<file path="src/verilog/sacw_pkg.sv">
// Package: register map, field layout, reset values and timing for the SAR ADC control block
`default_nettype none
package sacw_pkg;
  // ==========================================================================
  // Register addresses
  localparam logic [7:0] SACW_ADDR_CFG    = 8'hBC;
  localparam logic [7:0] SACW_ADDR_CHSEL  = 8'hBB;
  localparam logic [7:0] SACW_ADDR_PAIR   = 8'hBA;
  localparam logic [7:0] SACW_ADDR_RESL   = 8'hBE;
  localparam logic [7:0] SACW_ADDR_RESH   = 8'hBF;
  localparam logic [7:0] SACW_ADDR_UPL    = 8'hC4;
  localparam logic [7:0] SACW_ADDR_UPH    = 8'hC5;
  localparam logic [7:0] SACW_ADDR_LOL    = 8'hC6;
  localparam logic [7:0] SACW_ADDR_LOH    = 8'hC7;
  localparam logic [7:0] SACW_ADDR_CTL    = 8'hE8;
  // ==========================================================================
  // Reset values
  localparam logic [7:0] SACW_RST_CFG     = 8'h60;
  localparam logic [7:0] SACW_RST_UPL     = 8'hFF;
  localparam logic [7:0] SACW_RST_UPH     = 8'hFF;
  localparam logic [7:0] SACW_RST_ZERO    = 8'h00;
  // ==========================================================================
  // Control register bit positions
  localparam int SACW_CTL_ON   = 7;
  localparam int SACW_CTL_TM   = 6;
  localparam int SACW_CTL_DONE = 5;
  localparam int SACW_CTL_BUSY = 4;
  localparam int SACW_CTL_STM1 = 3;
  localparam int SACW_CTL_STM0 = 2;
  localparam int SACW_CTL_WIN  = 1;
  localparam int SACW_CTL_JST  = 0;
  // Config register divider field
  localparam int SACW_CFG_DIV_HI = 7;
  localparam int SACW_CFG_DIV_LO = 5;
  // ==========================================================================
  // Timing and widths
  localparam int          SACW_RES_W       = 10;
  localparam int          SACW_CONV_CLKS   = 16;
  localparam int          SACW_TRACK_CLKS  = 3;
  localparam logic [4:0]  SACW_CNT_ZERO    = 5'h00;
  localparam logic [4:0]  SACW_CNT_ONE     = 5'h01;
  localparam logic [3:0]  SACW_TEMP_CODE   = 4'h8;
  // ==========================================================================
  // Types
  typedef enum logic [1:0] {
    SACW_STM_SOFT,
    SACW_STM_TMR3,
    SACW_STM_PIN,
    SACW_STM_TMR2
  } sacw_stm_t;

  typedef struct packed {
    logic       wr;
    logic       rd;
    logic [7:0] addr;
    logic [7:0] wdata;
  } sacw_bus_t;

  typedef struct packed {
    logic       temp_sel;
    logic       diff;
    logic [2:0] pos_ch;
    logic [2:0] neg_ch;
  } sacw_mux_t;
endpackage : sacw_pkg
`default_nettype wire

</file>
<file path="src/verilog/sacw_clkdiv.sv">
// SAR conversion clock divider producing a one-cycle tick
`timescale 1ns/1ps
`default_nettype none
module sacw_clkdiv
  import sacw_pkg::*;
(
  // Clock and reset
  input  wire logic       clk,
  input  wire logic       rst_n,
  // Control
  input  wire logic       run,
  input  wire logic [2:0] div_code,
  // Tick out
  output logic            tick
);
  logic [4:0] cnt_q;
  logic [4:0] cnt_d;
  logic [4:0] period;
  // ==========================================================================
  // Period decode
  assign period = div_code[2] ? 5'h10 : (5'h01 << div_code[1:0]);
  assign tick   = run && (cnt_q == (period - SACW_CNT_ONE));
  assign cnt_d  = (!run || tick) ? SACW_CNT_ZERO : cnt_q + SACW_CNT_ONE;

  always_ff @(posedge clk or negedge rst_n)
  begin
    if (!rst_n)
      cnt_q <= SACW_CNT_ZERO;
    else
      cnt_q <= cnt_d;
  end
endmodule : sacw_clkdiv
`default_nettype wire

</file>
<file path="src/verilog/sacw_window.sv">
// Window comparator on the justified result word
`timescale 1ns/1ps
`default_nettype none
module sacw_window
  import sacw_pkg::*;
(
  // Compared words
  input  wire logic [15:0] result,
  input  wire logic [15:0] upper,
  input  wire logic [15:0] lower,
  // Outcome
  output logic             hit
);
  // ==========================================================================
  // Inside window when upper < lower, else outside
  logic in_band;
  assign in_band = upper < lower;
  assign hit     = in_band ? ((result > upper) && (result < lower))
                           : ((result > upper) || (result < lower));
endmodule : sacw_window
`default_nettype wire

</file>
<file path="src/verilog/sacw_top.sv">
// SAR ADC control: mux select, sequencing, result formatting, window detect
`timescale 1ns/1ps
`default_nettype none
module sacw_top
  import sacw_pkg::*;
(
  // Clock and reset
  input  wire logic                   clk,
  input  wire logic                   rst_n,
  // Special function register port
  input  wire sacw_pkg::sacw_bus_t    sfr,
  output logic [7:0]                  sfr_rdata,
  // Triggers
  input  wire logic                   timer2_overflow,
  input  wire logic                   timer3_overflow,
  input  wire logic                   external_start_pin,
  // Analog front end
  input  wire logic [9:0]             sar_data,
  output sacw_pkg::sacw_mux_t         mux_sel,
  output logic                        converter_on,
  output logic                        track_hold,
  output logic                        sar_active,
  // Interrupt requests
  output logic                        conv_done_irq,
  output logic                        window_irq
);
  // ==========================================================================
  // Registers
  typedef enum {SACW_IDLE, SACW_TRACK, SACW_CONV} sacw_state_t;
  sacw_state_t state_q;
  logic [7:0]  cfg_q, chsel_q, pair_q, ctl_q, upl_q, uph_q, lol_q, loh_q;
  logic [7:0]  resl_q, resh_q;
  logic [4:0]  cnt_q;
  logic        pin_q;
  logic        busy_q;
  logic        ev_done;
  // ==========================================================================
  // Decode
  wire wr_cfg   = sfr.wr && (sfr.addr == SACW_ADDR_CFG);
  wire wr_chsel = sfr.wr && (sfr.addr == SACW_ADDR_CHSEL);
  wire wr_pair  = sfr.wr && (sfr.addr == SACW_ADDR_PAIR);
  wire wr_ctl   = sfr.wr && (sfr.addr == SACW_ADDR_CTL);
  wire wr_upl   = sfr.wr && (sfr.addr == SACW_ADDR_UPL);
  wire wr_uph   = sfr.wr && (sfr.addr == SACW_ADDR_UPH);
  wire wr_lol   = sfr.wr && (sfr.addr == SACW_ADDR_LOL);
  wire wr_loh   = sfr.wr && (sfr.addr == SACW_ADDR_LOH);

  wire       en       = ctl_q[SACW_CTL_ON];
  // Enable as it stands after this edge, so a shutdown write stops work at once
  wire       en_nx    = wr_ctl ? sfr.wdata[SACW_CTL_ON] : en;
  wire       tmode    = ctl_q[SACW_CTL_TM];
  wire       justify  = ctl_q[SACW_CTL_JST];
  sacw_stm_t stm;
  assign stm = sacw_stm_t'(ctl_q[SACW_CTL_STM1:SACW_CTL_STM0]);

  // ==========================================================================
  // Trigger select
  wire pin_rise  = external_start_pin && !pin_q;
  wire soft_go   = wr_ctl && sfr.wdata[SACW_CTL_BUSY] && (stm == SACW_STM_SOFT);
  logic trig;
  assign trig = (stm == SACW_STM_SOFT) ? soft_go :
                (stm == SACW_STM_TMR3) ? timer3_overflow :
                (stm == SACW_STM_PIN)  ? pin_rise : timer2_overflow;
  // A trigger in the same cycle as a shutdown write is dropped
  wire start = en && en_nx && trig && (state_q == SACW_IDLE);

  // ==========================================================================
  // SAR clock
  logic sar_tick;
  sacw_clkdiv u_clkdiv (
    .clk      (clk),
    .rst_n    (rst_n),
    .run      (state_q != SACW_IDLE),
    .div_code (cfg_q[SACW_CFG_DIV_HI:SACW_CFG_DIV_LO]),
    .tick     (sar_tick)
  );

  // ==========================================================================
  // Sequencer
  // Pin mode with delayed tracking: the pin rise itself ends tracking
  wire delayed  = tmode && (stm != SACW_STM_PIN);
  wire trk_done = sar_tick && (cnt_q == 5'(SACW_TRACK_CLKS - 1));
  wire conv_end = sar_tick && (cnt_q == 5'(SACW_CONV_CLKS - 1));

  always_ff @(posedge clk or negedge rst_n)
  begin
    if (!rst_n)
    begin
      state_q <= SACW_IDLE;
      cnt_q   <= SACW_CNT_ZERO;
    end
    else
    begin
      case (state_q)
        SACW_IDLE:
        begin
          cnt_q <= SACW_CNT_ZERO;
          if (start)
            state_q <= delayed ? SACW_TRACK : SACW_CONV;
        end
        SACW_TRACK:
        begin
          cnt_q <= sar_tick ? cnt_q + SACW_CNT_ONE : cnt_q;
          if (!en_nx)
            state_q <= SACW_IDLE;
          else if (trk_done)
          begin
            state_q <= SACW_CONV;
            cnt_q   <= SACW_CNT_ZERO;
          end
        end
        SACW_CONV:
        begin
          cnt_q <= sar_tick ? cnt_q + SACW_CNT_ONE : cnt_q;
          if (!en_nx || conv_end)
            state_q <= SACW_IDLE;
        end
        default:
          state_q <= SACW_IDLE;
      endcase
    end
  end

  // Busy falls on a completed conversion and also on a shutdown abort
  // Busy follows the next state, so it reads one from the first cycle of work
  wire busy_d = en_nx && (start || ((state_q != SACW_IDLE)
                                    && !(state_q == SACW_CONV && conv_end)));
  assign ev_done = busy_q && (state_q == SACW_CONV) && conv_end && en_nx;

  // ==========================================================================
  // Result and window
  wire [15:0] res_word = justify ? {sar_data, 6'h00} : {6'h00, sar_data};
  logic win_hit;
  sacw_window u_window (
    .result (res_word),
    .upper  ({uph_q, upl_q}),
    .lower  ({loh_q, lol_q}),
    .hit    (win_hit)
  );

  // Hardware set wins over a software clear in the same cycle
  wire done_d = (ev_done) ? 1'b1 :
                (wr_ctl ? sfr.wdata[SACW_CTL_DONE] & ctl_q[SACW_CTL_DONE]
                        : ctl_q[SACW_CTL_DONE]);
  wire win_d  = (ev_done && win_hit) ? 1'b1 :
                (wr_ctl ? sfr.wdata[SACW_CTL_WIN] & ctl_q[SACW_CTL_WIN]
                        : ctl_q[SACW_CTL_WIN]);

  // ==========================================================================
  // Register file
  // One short process per software-writable register keeps each write path easy to trace
  always_ff @(posedge clk or negedge rst_n)
  begin
    if (!rst_n)
      cfg_q <= SACW_RST_CFG;
    else if (wr_cfg)
      cfg_q <= sfr.wdata;
  end

  // Unused upper bits are dropped on write so they always read zero
  always_ff @(posedge clk or negedge rst_n)
  begin
    if (!rst_n)
      chsel_q <= SACW_RST_ZERO;
    else if (wr_chsel)
      chsel_q <= {4'h0, sfr.wdata[3:0]};
  end

  always_ff @(posedge clk or negedge rst_n)
  begin
    if (!rst_n)
      pair_q <= SACW_RST_ZERO;
    else if (wr_pair)
      pair_q <= {4'h0, sfr.wdata[3:0]};
  end

  always_ff @(posedge clk or negedge rst_n)
  begin
    if (!rst_n)
      upl_q <= SACW_RST_UPL;
    else if (wr_upl)
      upl_q <= sfr.wdata;
  end

  always_ff @(posedge clk or negedge rst_n)
  begin
    if (!rst_n)
      uph_q <= SACW_RST_UPH;
    else if (wr_uph)
      uph_q <= sfr.wdata;
  end

  always_ff @(posedge clk or negedge rst_n)
  begin
    if (!rst_n)
      lol_q <= SACW_RST_ZERO;
    else if (wr_lol)
      lol_q <= sfr.wdata;
  end

  always_ff @(posedge clk or negedge rst_n)
  begin
    if (!rst_n)
      loh_q <= SACW_RST_ZERO;
    else if (wr_loh)
      loh_q <= sfr.wdata;
  end

  // Flag and busy bits belong to hardware and override the written byte
  always_ff @(posedge clk or negedge rst_n)
  begin
    if (!rst_n)
      ctl_q <= SACW_RST_ZERO;
    else
    begin
      if (wr_ctl)
        ctl_q <= sfr.wdata;
      ctl_q[SACW_CTL_DONE] <= done_d;
      ctl_q[SACW_CTL_WIN]  <= win_d;
      ctl_q[SACW_CTL_BUSY] <= busy_d;
    end
  end

  // Result bytes change only on a completed conversion, never on an abort
  always_ff @(posedge clk or negedge rst_n)
  begin
    if (!rst_n)
    begin
      resl_q <= SACW_RST_ZERO;
      resh_q <= SACW_RST_ZERO;
    end
    else if (ev_done)
    begin
      resl_q <= res_word[7:0];
      resh_q <= res_word[15:8];
    end
  end

  // Pin history resets low like the idle pin, so no false edge after reset
  always_ff @(posedge clk or negedge rst_n)
  begin
    if (!rst_n)
    begin
      pin_q  <= 1'b0;
      busy_q <= 1'b0;
    end
    else
    begin
      pin_q  <= external_start_pin;
      busy_q <= busy_d;
    end
  end

  // ==========================================================================
  // Read mux
  always_comb
  begin
    case (sfr.addr)
      SACW_ADDR_CFG:   sfr_rdata = cfg_q;
      SACW_ADDR_CHSEL: sfr_rdata = chsel_q;
      SACW_ADDR_PAIR:  sfr_rdata = pair_q;
      SACW_ADDR_RESL:  sfr_rdata = resl_q;
      SACW_ADDR_RESH:  sfr_rdata = resh_q;
      SACW_ADDR_UPL:   sfr_rdata = upl_q;
      SACW_ADDR_UPH:   sfr_rdata = uph_q;
      SACW_ADDR_LOL:   sfr_rdata = lol_q;
      SACW_ADDR_LOH:   sfr_rdata = loh_q;
      SACW_ADDR_CTL:   sfr_rdata = ctl_q;
      default:         sfr_rdata = SACW_RST_ZERO;
    endcase
  end

  // ==========================================================================
  // Analog mux select
  wire [2:0] ch      = chsel_q[2:0];
  wire       pair_df = pair_q[ch[2:1]];
  always_comb
  begin
    mux_sel.temp_sel = chsel_q[3];
    mux_sel.diff     = !chsel_q[3] && pair_df;
    mux_sel.pos_ch   = pair_df ? {ch[2:1], 1'b0} : ch;
    mux_sel.neg_ch   = pair_df ? {ch[2:1], 1'b1} : 3'h0;
  end

  // ==========================================================================
  // Front end control
  assign converter_on  = en;
  assign sar_active    = (state_q == SACW_CONV);
  assign track_hold    = en && (tmode ? ((stm == SACW_STM_PIN) ? !external_start_pin
                                                               : (state_q == SACW_TRACK))
                                      : (state_q != SACW_CONV));
  assign conv_done_irq = ctl_q[SACW_CTL_DONE];
  assign window_irq    = ctl_q[SACW_CTL_WIN];
endmodule : sacw_top
`default_nettype wire

</file>
<file path="config.mk">
export PLATFORM = sky130hd
export DESIGN_NAME = sacw_top
export DESIGN_NICKNAME = d
export VERILOG_FILES = /design/src/verilog/sacw_pkg.sv /design/src/verilog/sacw_clkdiv.sv /design/src/verilog/sacw_window.sv /design/src/verilog/sacw_top.sv
export SDC_FILE = /design/constraint.sdc
export NUM_CORES = 1
export LEC_CHECK = 0
export ABC_AREA = 1
export BUFFER_PORTS_ARGS = -buffer_cell sky130_fd_sc_hd__buf_2
export CORE_UTILIZATION = 55
export DETAILED_ROUTE_END_ITERATION = 7
export GPL_ROUTABILITY_DRIVEN = 0
export PLACE_DENSITY = 0.76
export SETUP_SLACK_MARGIN = 0.3
export SYNTH_ARGS = -nofsm -noshare
export SYNTH_HDL_FRONTEND = slang
export SYNTH_SLANG_ARGS = --single-unit
</file>
<file path="constraint.sdc">
create_clock -name clk -period 2 [get_ports clk]
set_input_delay 0.3 -clock clk [delete_from_list [all_inputs] [get_ports clk]]
set_output_delay 0.3 -clock clk [all_outputs]
set_load 0.01 [all_outputs]
</file>
==> impl_results.md <==
- Status: finished, violations left
- Violated checks: setup timing
- Warnings, synthesis: 0
- Die X: ~100 um
- Max_slew headroom: between 50% and 60%
- Hold Path Class: in2reg
- Max-slew violation count: 0
- Syn Std Cell Area: ~5700 sq um
- Share of layout cells above drive strength 1: about 39%
- Post-synth cell types: 35
- Worst R2R Path Depth: 14
- Critical Path Source Type: flop
- Pre-antenna DRT Iters: 5
- Most common cell after layout, fill and taps aside: nand2_1
- Core Rows: 36
- Fin Hold WS: 0.0607 ns
- Setup WS pre-CTS: -0.211 ns
- Commonest cells after routing, fill and taps aside: nand2_1, inv_1, o21ai_0, buf_4, dfrtp_1
- Worst EP required: ~2.3 ns
- Final setup fails: 28
- Initial antenna violation count: 0
- CTS Root Buffer Type: clkbuf_8
- Critical Path AT: ~2.5 ns
- Syn_nets: approximately 830
- Post-detailed-route via-to-cell ratio: 6.24
- Clk slew on worst S/H paths: around 0.1 ns
- Critical Path End: state_q[0]
- Total I/O pin count: 54
- Final Hold Viols: 0
- CTS Buf Count: 9
- Grt ovf: 0
- VDD IR max: about 0.38 mV
- #FFs+latches synth: between 80 and 90
- Critical R2R Capture: state_q[0]
- Gate Count Post-Synth: roughly 740
- DRT antenna net count: 0
- First-pass GRT wire length: 29400 um
- Wirelength per Cell: between 20 and 25 um
- ANT cells: 0
- Fin nets: between 900 and 1000
- Fin crit period: around 2.3 ns
- Crit path from: cfg_q[5]
- Largest net degree at the start of global routing: 42
- Worst R2R Start: cfg_q[5]
- Total GRT Usage: a little over a third
- Setup ws final: -0.257 ns
- Initial Util: between 50 and 60%
- Max Cap Viol: 0
- Clock Latency Late Sink: 0.37 ns
- Layout Cells excl Fill: approximately 1000
- Via count: between 6000 and 7000
- Final WL: between 20000 and 25000 um
- Dpl cell area: 6480 sq um
- Layout area overhead: 38.9%
- Sequential element share of the synthesized area: 37.4%
- Final critical-path share of the clock period: 113%
- Lkg Pwr: approximately 3.8 nW
- Crit Path Max Fanout: 4
- Number of global-route vias before repair: roughly 5900
- Placed cell count: ~960
- F_max: approximately 440 MHz
- RSZ-0062 raised after global routing: yes
- Power Density: about 610 nW/um^2
- CTS tree: done
- Crit Path Class: reg2reg
- Crit. End Element: flop
- R2R Setup Slk: -0.26 ns
- Clock Sinks: 85
- DRC violations left: 0
- Number of port buffers: 52
- # H-tree levels: 3
- Design Area, Final: roughly 8000 sq um
- Average size of a mapped cell: 7.72 sq um
- DP HPWL: between 10000 and 15000 um
- Skew final: about 0.0073 ns
- Initial DRC Count: roughly 640
- Core Region: around 10000 sq um
- Worst slew pin tran: between 0.6 and 0.7 ns
- Die ar.: 10900 sq um
- Die Height: 104 um
- Clock buffer depth: 2
- Power Total: 0.00490 W
==> Yosys cell counts <==
cell / n / share of area (%)
o21a_1: 1 / 0.13
dfrtp_1: 67 / 29
nor3_1: 12 / 1.0
a21oi_1: 32 / 2.8
inv_1: 110 / 7.2
a22o_1: 1 / 0.15
buf_4: 4 / 0.52
buf_6: 7 / 1.4
nand3_1: 28 / 2.4
a211oi_1: 7 / 0.91
nor3_2: 5 / 0.87
o21ai_1: 2 / 0.17
nor2_4: 4 / 0.78
nor2_1: 51 / 3.3
nor4_2: 1 / 0.22
nand2_2: 10 / 1.1
o22ai_1: 6 / 0.65
o31a_1: 1 / 0.15
nand4_1: 10 / 1.1
xnor2_1: 2 / 0.31
nand4_4: 1 / 0.37
o21ai_2: 17 / 2.6
dfstp_2: 18 / 8.2
inv_2: 1 / 0.065
nand3_2: 1 / 0.17
nand2_1: 195 / 13
ha_1: 55 / 12
nor4_1: 1 / 0.11
o21ai_0: 70 / 6.1
xor2_1: 5 / 0.76
a221oi_1: 10 / 1.5
clkbuf_1: 6 / 0.39
nor3_4: 1 / 0.28
o31ai_1: 1 / 0.13
nand3b_1: 1 / 0.13
==> per-layer routing <==
layer  wire (um)  GRT usage, %  share of wire [%]
met1        7620          41.8                 36
met2       10200          59.5                 48
met3        1740          5.51                8.2
met4        1630          19.7                7.7
met5           0             0                  0
==> worst max-delay path, cell delays in order (launching register included) <==
cell and delay [ns]:
dfstp_2 0.58, nand3_2 0.10, ha_4 0.28, nor2_1 0.04, nor2_1 0.10, nand2_1 0.08, nor2_2 0.11, nand3_2 0.11
nor2_4 0.17, buf_6 0.14, nand2_2 0.08, nand2_2 0.13, nand3_2 0.11, nand2_2 0.08, nand2_1 0.06
==> cells by family after synthesis <==
| group | synth area share [%] |
|---|---|
| buffers and inverters | 9.54 |
| XOR/XNOR | 1.07 |
| AND/OR/NAND/NOR | 24.7 |
| flip-flops | 37.4 |
| adder cells (fa/ha/maj) | 12.0 |
| AO/OA/AOI/OAI | 15.3 |
==> how the worst min path moves through the flow <==
| stage | slack, ns | cells after the start | start | end |
|---|---|---|---|---|
| 6_report | 0.06 | 1 | external_start_pin | pin_q |
| 4_1_cts | 0.06 | 1 | external_start_pin | pin_q |
| 2_1_floorplan | 0.004 | 0 | rst_n | busy_q |
| 3_3_place_gp | 0.22 | 1 | rst_n | lol_q[6] |
| 5_1_grt | 0.05 | 1 | external_start_pin | pin_q |
| 3_5_place_dp | 0.22 | 1 | rst_n | lol_q[4] |
==> state kept, by name (all words and copies together) (netlist names), 4 cells and up <==
name	cells
uph_q	8
u_clkdiv.cnt_q	5
cnt_q	5
pair_q	4
loh_q	8
cfg_q	8
resl_q	8
chsel_q	4
resh_q	8
lol_q	8
upl_q	8
ctl_q	7
==> power breakdown <==
group          leakage, nW  internal [W]  switching [W]
sequential            1.09       0.00183       0.000113
combinational         2.60      0.000645        0.00103
clock               0.0923      0.000582       0.000703
==> timing repair <==
item / 4_1_cts / 5_1_grt
pin swaps: 41 / 37
endpoints found under the hold margin: 14 / 0
hold buffers: 1 / 0
gates resized for setup: 123 / 115
endpoints found under the setup margin: 44 / 45
setup buffers: 27 / 15
cloned: 1 / 0
==> per-stage QoR <==
stage | utilization (%) | TNS, ns
after global placement | 65.1 | -2.68
after floorplan | - | -0.586
final | 80.2 | -4.96
after detailed placement | 65.1 | -4.48
after global routing | 80.2 | -7.65
after CTS | 73.8 | -3.03
==> area by class of cell <==
cell class	instances	area (sq um)
multi-input combinational	531	3770
sequential	85	2150
clock buffer	9	124
clock inverter	6	71.3
inverter	111	447
timing repair buffer	146	1250
fill	623	1970
tap	133	166
Note: power is estimated with default switching activity, not from simulation.
